===== src/shared/lsdc_defs.vh =====
// register offsets, field positions and reset values of the low-side
// driver control block; assumes 8-bit die-to-die register bus, byte offsets
`ifndef LSDC_DEFS_VH
`define LSDC_DEFS_VH
`define LSDC_ADDR_W 8
`define LSDC_OFS_CTRL 8'h30
`define LSDC_OFS_STAT 8'h31
`define LSDC_OFS_UNLK 8'h32
`define LSDC_CTRL_RST 8'h00
`define LSDC_UNLK_RST 4'h0
`define LSDC_UNLOCK_KEY 4'h5
`define LSDC_CTRL_WMASK 8'hBF
`define LSDC_B_OTIE 7
`define LSDC_B_CS2 5
`define LSDC_B_CS1 4
`define LSDC_B_PWM2 3
`define LSDC_B_PWM1 2
`define LSDC_B_ON2 1
`define LSDC_B_ON1 0
`define LSDC_B_OTP 7
`define LSDC_B_CL2 3
`define LSDC_B_CL1 2
`define LSDC_B_OL2 1
`define LSDC_B_OL1 0
`endif


===== src/core/lsdc_sync.v =====
// two-flop synchroniser bank for the analog status inputs
// assumes inputs are asynchronous levels from the analog section
`timescale 1ns/10ps
module lsdc_sync
#(
  parameter W = 6
)
(
  input wire sys_clk,
  input wire nrst,
  input wire [W-1:0] async_in,
  output wire [W-1:0] sync_out
);
  // first stage is read only by the second stage
  reg [W-1:0] meta_r;
  reg [W-1:0] stab_r;

  genvar i;
  generate
    for (i = 0; i < W; i = i + 1)
    begin : g_bit
      // one bit, two flops
      always @(posedge sys_clk)
      begin
        if (!nrst)
        begin
          meta_r[i] <= 1'b0;
          stab_r[i] <= 1'b0;
        end
        else
        begin
          meta_r[i] <= async_in[i];
          stab_r[i] <= meta_r[i];
        end
      end
    end
  endgenerate

  assign sync_out = stab_r;
endmodule


===== src/core/lsdc_top.v =====
// low-side driver control: control, status and unlock registers
// assumes the die-to-die bus presents addr, wdata, wr and rd strobes
// on sys_clk (40 MHz); analog status arrives asynchronously
//
// Notes on behaviour
// - bit 7 gates overtemperature interrupt request
// - bits 5,4 pick pwm channel per driver
// - bits 3,2 enable pwm modulation per driver
// - bits 1,0 switch drivers, only when unlocked
// - status 7 shows overtemp, drivers forced off
// - status read clears pending overtemp flag
// - status 3,2 show current limitation
// - status 1,0 show open load
// - drivers held off outside normal mode
// - only key 0x5 unlocks driver control
// - no open load reported while driver off
// - control write after overtemp re-enables drivers
// - regulator overvoltage clears both enable bits
`timescale 1ns/10ps
`include "lsdc_defs.vh"
module lsdc_top
(
  input wire sys_clk,
  input wire nrst,
  input wire [7:0] bus_addr,
  input wire [7:0] bus_wdata,
  input wire bus_wr,
  input wire bus_rd,
  output reg [7:0] bus_rdata,
  input wire normal_mode,
  input wire regulator_overvoltage,
  input wire overtemp_present,
  input wire drv1_current_limit,
  input wire drv2_current_limit,
  input wire drv1_open_load,
  input wire drv2_open_load,
  input wire pwm_ch0,
  input wire pwm_ch1,
  output reg drv1_gate,
  output reg drv2_gate,
  output wire overtemp_irq_req,
  output wire overtemp_irq_flag
);
  // decode used for read and write paths
  function hit;
    input [7:0] a;
    input [7:0] ofs;
    begin
      hit = (a == ofs);
    end
  endfunction

  // synchronised analog status
  wire [5:0] st_s;
  wire ot_s;
  wire cl1_s;
  wire cl2_s;
  wire ol1_s;
  wire ol2_s;
  wire ovv_s;
  wire nm_s;

  // analog levels cross into sys_clk through two flops
  lsdc_sync #(.W(6)) u_sync
  (
    .sys_clk(sys_clk),
    .nrst(nrst),
    .async_in({regulator_overvoltage, overtemp_present, drv2_current_limit,
      drv1_current_limit, drv2_open_load, drv1_open_load}),
    .sync_out(st_s)
  );
  assign {ovv_s, ot_s, cl2_s, cl1_s, ol2_s, ol1_s} = st_s;

  // mode and pwm inputs come from digital logic on sys_clk
  assign nm_s = normal_mode;

  // register state
  reg [7:0] driver_control_reg_r;
  reg [3:0] driver_unlock_reg_r;
  reg unlocked_r; // last unlock write was the key, no overvoltage since
  reg irq_flag_r; // pending overtemperature interrupt
  reg ot_d_r; // previous overtemp, for rising edge
  reg latch_off_r; // shutdown held until a control write once overtemp is gone
  reg ovv_d_r;

  wire wr_ctrl = bus_wr && hit(bus_addr, `LSDC_OFS_CTRL);
  wire wr_unlk = bus_wr && hit(bus_addr, `LSDC_OFS_UNLK);
  wire rd_stat = bus_rd && hit(bus_addr, `LSDC_OFS_STAT);
  wire ot_rise = ot_s && !ot_d_r;
  wire ovv_rise = ovv_s && !ovv_d_r;

  // control register; overvoltage clears enables after the write
  always @(posedge sys_clk)
  begin
    if (!nrst)
    begin
      driver_control_reg_r <= `LSDC_CTRL_RST;
    end
    else
    begin
      if (wr_ctrl)
      begin
        // bit 6 stays zero
        driver_control_reg_r <= bus_wdata & `LSDC_CTRL_WMASK;
      end
      if (ovv_s)
      begin
        driver_control_reg_r[`LSDC_B_ON2] <= 1'b0;
        driver_control_reg_r[`LSDC_B_ON1] <= 1'b0;
      end
    end
  end

  // unlock register and lock state; overvoltage relocks
  always @(posedge sys_clk)
  begin
    if (!nrst)
    begin
      driver_unlock_reg_r <= `LSDC_UNLK_RST;
      unlocked_r <= 1'b0;
    end
    else
    begin
      if (wr_unlk)
      begin
        driver_unlock_reg_r <= bus_wdata[3:0];
      end
      if (wr_unlk)
      begin
        // only the key opens control, anything else shuts it
        unlocked_r <= (bus_wdata[3:0] == `LSDC_UNLOCK_KEY);
      end
      else if (ovv_rise)
      begin
        unlocked_r <= 1'b0;
      end
    end
  end

  // overtemp shutdown latch and interrupt flag
  always @(posedge sys_clk)
  begin
    if (!nrst)
    begin
      irq_flag_r <= 1'b0;
      ot_d_r <= 1'b0;
      ovv_d_r <= 1'b0;
      latch_off_r <= 1'b0;
    end
    else
    begin
      ot_d_r <= ot_s;
      ovv_d_r <= ovv_s;
      // set wins over the read clear
      if (ot_rise)
        irq_flag_r <= 1'b1;
      else if (rd_stat)
        irq_flag_r <= 1'b0;
      // a control write once the condition is gone re-arms drivers
      if (ot_s)
        latch_off_r <= 1'b1;
      else if (wr_ctrl)
        latch_off_r <= 1'b0;
    end
  end

  assign overtemp_irq_flag = irq_flag_r;
  // enable bit gates the request only, flag still latches
  assign overtemp_irq_req = irq_flag_r &&
    driver_control_reg_r[`LSDC_B_OTIE];

  // per-driver gate computation
  reg pwm1_sel;
  reg pwm2_sel;
  reg on1_nxt;
  reg on2_nxt;
  reg allow;
  always @*
  begin
    pwm1_sel = driver_control_reg_r[`LSDC_B_CS1] ? pwm_ch1 : pwm_ch0;
    pwm2_sel = driver_control_reg_r[`LSDC_B_CS2] ? pwm_ch1 : pwm_ch0;
    // unlock, normal mode and no shutdown all needed
    allow = unlocked_r && nm_s && !latch_off_r && !ot_s;
    on1_nxt = allow && driver_control_reg_r[`LSDC_B_ON1] &&
      (!driver_control_reg_r[`LSDC_B_PWM1] || pwm1_sel);
    on2_nxt = allow && driver_control_reg_r[`LSDC_B_ON2] &&
      (!driver_control_reg_r[`LSDC_B_PWM2] || pwm2_sel);
  end

  // registered driver gates
  always @(posedge sys_clk)
  begin
    if (!nrst)
    begin
      drv1_gate <= 1'b0;
      drv2_gate <= 1'b0;
    end
    else
    begin
      drv1_gate <= on1_nxt;
      drv2_gate <= on2_nxt;
    end
  end

  // status word; open load masked while the gate is off
  wire [7:0] stat_w = {ot_s, 3'b000, cl2_s, cl1_s,
    ol2_s && drv2_gate, ol1_s && drv1_gate};

  // registered read data, one cycle after rd
  always @(posedge sys_clk)
  begin
    if (!nrst)
      bus_rdata <= 8'h00;
    else if (bus_rd)
    begin
      if (hit(bus_addr, `LSDC_OFS_CTRL))
        bus_rdata <= driver_control_reg_r;
      else if (hit(bus_addr, `LSDC_OFS_STAT))
        bus_rdata <= stat_w;
      else if (hit(bus_addr, `LSDC_OFS_UNLK))
        bus_rdata <= {4'h0, driver_unlock_reg_r};
      else
        bus_rdata <= 8'h00; // unmapped reads zero
    end
  end
endmodule


===== config.mk =====
export PLATFORM = sky130hd
export DESIGN_NAME = lsdc_top
export DESIGN_NICKNAME = d
export VERILOG_FILES = /design/src/core/lsdc_sync.v /design/src/core/lsdc_top.v
export VERILOG_INCLUDE_DIRS = /design/src /design/src/shared
export SDC_FILE = /design/constraint.sdc
export NUM_CORES = 1
export LEC_CHECK = 0
export BUFFER_PORTS_ARGS = -buffer_cell sky130_fd_sc_hd__buf_4
export CORE_ASPECT_RATIO = 2
export CORE_MARGIN = 10
export CORE_UTILIZATION = 50
export DETAILED_ROUTE_END_ITERATION = 10
export PLACE_DENSITY = 0.76
export SYNTH_ARGS = -nofsm -noshare
export SYNTH_HDL_FRONTEND = slang
export SYNTH_HIERARCHICAL = 1
export SYNTH_SLANG_ARGS = --single-unit

===== constraint.sdc =====
create_clock -name sys_clk -period 1.85 [get_ports sys_clk]
set_input_delay 0.37 -clock sys_clk [delete_from_list [all_inputs] [get_ports sys_clk]]
set_output_delay 0.37 -clock sys_clk [all_outputs]
set_load 0.005 [all_outputs]

==> impl_results.md <==
* Sequential standard cell area at 741 um2
* Number of I/O pins at 41
* TritonCTS clock tree: done
* Largest stage delay on the critical path at 0.49 ns
* Launching element of the worst setup path: bus_rd
* Switching Share at 0.207
* Effective utilization at floorplan at 0.522
* Via count of the first global-routing pass at 1403
* Share of power burned in combinational logic at 0.077
* Max VDD drop at 0.655 mV
* Average cell area after synthesis at 9.91 um2
* Clk root buf: clkbuf_8
* Synthesized-area fraction occupied by and/or/nand/nor cells at 0.283
* Synthesis-stage register bit count at 37
* Worst endpoint required time at 2.07 ns
* Post-layout minimum cycle time at 1.34 ns
* Beginning of the worst register-to-register path: u_sync/sync_out[4]
* Number of filler instances in the final layout at 268
* Synth Area in XOR/XNOR at 0
* DR pass1 iterations at 4
* Antenna violations before repair at 0
* H-tree levels at 2
* Final WL at 3.81 mm
* Wire length of the first global-routing pass at 6.42 mm
* Yosys Warn Count at 6
* Die height at 98.4 um
* Peak clock frequency supported by timing at 747 MHz
* CORE AREA at 2940 um2
* Clock Sinks at 37
* Critical path launch point type: primary input
* Maxcap violations at 0
* Distinct cell type count of the synthesized netlist at 38
* Sequential share of the synthesized area at 0.482
* Total global routing overflow at 0
* Area growth, synth to finish at 28.1%
* Count of flip-flops with a built-in enable after synthesis at 0
* Final TNS setup at 0 ns
* Setup repair after global routing missed its margin: no
* Power Internal at 1.32 mW
* Placement Rows at 28
* Final Net Count at 225
* Overall Power at 1.66 mW
* Dominant combinational cell family by area after synthesis: simple AND/OR/NAND/NOR gates
* HP Start: drv1_open_load
* Post-cts gate resize count at 0
* DRC violations left at 0
* Synthesized-area fraction occupied by ao, oa, aoi and oai cells at 0.0961
* Peak fanout along the critical path at 12
* Total global routing track utilization at 0.139
* CP Class: primary input to flip-flop
* Routed Antenna Nets at 0
* Path class of the lowest-slack min-delay path: primary input to flip-flop
* Insertion delay to the later sink of the worst-skew pair at 0.29 ns
* Leak pwr at 0.874 nW
* Post-synthesis instance area at 1540 um2
* Ratio of total power to cell area at 845 nW/um2
* Post-cts hold buffer count at 0
* Max-slew violation total from the final report at 0
* Die area at 5820 um2
* Net switching power of the design at 343 uW
* Largest net degree at the start of global routing at 35
* Fin. Hold Viols at 0
* Final Setup Violations at 0
* Synthesized net count at 184
* Critical path data arrival time at 1.56 ns
* Maximum buffer depth of the clock tree at 2
* Sequential cell fraction of total power at 0.492
* Clock Pin Slew Worst Setup and Hold Paths at 0.07 ns
* Proportion of power drawn by the clock network at 0.431
* Final estimated routing congestion in global placement at 0.894
* Cell at the slowest stage of the critical path: or4_1
* Vias per std cell at 5.75
* Count of input and output buffers at 38
* Clk_skew at 0.00474 ns
* Sequence of cells on the critical path: buf_4 > or3b_1 > or4_1 > a21oi_1
* Proportion of synthesized flip-flops having asynchronous set or reset at 0
* Total via count after detailed routing at 1305
* Synth Instances at 155
* Antenna Diode Count at 0
* Share of the clock period used by the worst path after layout at 0.724
* Number of setup buffers added after CTS at 0
* Share of cells above drive strength 1 at 0.320
* Ys flop type: dfxtp_1
* Outcome: finished, final reports clean
* Endpoint type of the worst setup path: flip-flop
* Chip width at 59.2 um
* HPWL Detailed at 3.03 mm
* Wire per inst at 16.8 um
* Drt initial violations at 21
* Combined area of the multi-input logic cells at 736 um2
* Register-to-register path setup slack at 0.80 ns
* Share of synthesized area spent on multiplexers at 0.0977
* Cts bufs inserted at 5
* Synth Area in Adders at 0
[area by class of cell]
type	count	share of cell area
Clock inverter	2	0.0191
Clock buffer	6	0.0420
Multi-Input combinational cell	106	0.374
Sequential cell	37	0.376
Tap cell	30	0.0191
Inverter	3	0.00572
Timing Repair Buffer	43	0.164
[cell usage in the layout (no fill, tap or decap), types with 2 or more instances in the layout]
| master | Yosys | layout |
|---|---|---|
| inv_1 | 3 | 3 |
| nand4_1 | 5 | 5 |
| dfxtp_1 | 37 | 37 |
| a21oi_1 | 8 | 8 |
| nand3b_1 | 3 | 3 |
| nand2_1 | 19 | 19 |
| and2_2 | 8 | 8 |
| nand2b_1 | 5 | 5 |
| or4_1 | 2 | 2 |
| nor2b_1 | 3 | 3 |
| clkbuf_8 | 0 | 6 |
| a211oi_1 | 4 | 4 |
| and3b_1 | 2 | 2 |
| buf_4 | 1 | 43 |
| and4b_1 | 2 | 2 |
| a2bb2oi_1 | 2 | 2 |
| mux2i_1 | 15 | 15 |
| o221ai_1 | 2 | 2 |
| and2_1 | 7 | 7 |
| o31ai_1 | 2 | 2 |
| and3_1 | 2 | 2 |
[metal layers]
layer  part of all wire  routed length [um]  GRT usage
met1               0.33                1260      0.122
met2               0.55                2090      0.238
met3              0.083                 318     0.0610
met4              0.039                 150     0.0924
met5                  0                   0          0
[power by group through the flow]
stage	Clock (mW)	Sequential [mW]	Combinational, mW
CTS	0.733	0.818	0.127
global placement	0	0.836	0.122
finish	0.717	0.818	0.127
detailed placement	0	0.836	0.127
global route	0.764	0.819	0.139
floorplan	0	0.834	0.0588
[registers in the layout, indices dropped and copies added (netlist names)]
| register | flops |
|---|---|
| bus_rdata | 7 |
| driver_control_reg_r | 7 |
| driver_unlock_reg_r | 4 |
| drv1_gate | 1 |
| drv2_gate | 1 |
| latch_off_r | 1 |
| ot_d_r | 1 |
| overtemp_irq_flag | 1 |
| ovv_d_r | 1 |
| u_sync/meta_r | 6 |
| u_sync/sync_out | 6 |
| unlocked_r | 1 |
[cells by family after synthesis]
kind of cell           Yosys count
AND/OR/NAND/NOR                 68
flip-flops                      37
AO/OA/AOI/OAI                   22
multiplexers                    15
buffers and inverters           12
other                            1
[final timing paths]
kind / endpoint / cells after the start
max: bus_rdata[7] / 4
max reg2reg: bus_rdata[7] / 3
min: u_sync/meta_r[0] / 2
min reg2reg: u_sync/sync_out[2] / 1
[synthesized netlist by cell type, drive strengths merged (3+ instances only)]
master / number / share of area
a211oi: 4 / 0.020
clkbuf: 4 / 0.0098
a21oi: 8 / 0.026
dfxtp: 37 / 0.48
nand2b: 5 / 0.020
nand3b: 3 / 0.015
mux2i: 15 / 0.098
and2: 15 / 0.068
nand4: 5 / 0.020
nor2b: 3 / 0.012
inv: 3 / 0.0073
nand2: 19 / 0.046
buf: 5 / 0.022
[critical path: cells and delay by family]
kind            cells  cell delay [ns]
simple gates        2             0.92
buf+inv             1             0.15
compound gates      1             0.13
[stage by stage]
| stage | util | std cells | setup slack, ns | hold slack, ns | area [um2] |
|---|---|---|---|---|---|
| floorplan | - | 155 | 0.456 | 0.412 | 1540 |
| global placement | 0.628 | 219 | 0.247 | 0.417 | 1850 |
| detailed placement | 0.628 | 219 | 0.208 | 0.424 | 1850 |
| CTS | 0.669 | 227 | 0.514 | 0.281 | 1970 |
| global route | 0.669 | 227 | 0.381 | 0.276 | 1970 |
| finish | 0.669 | 227 | 0.511 | 0.290 | 1970 |
Power figures use the tool's default switching activity.
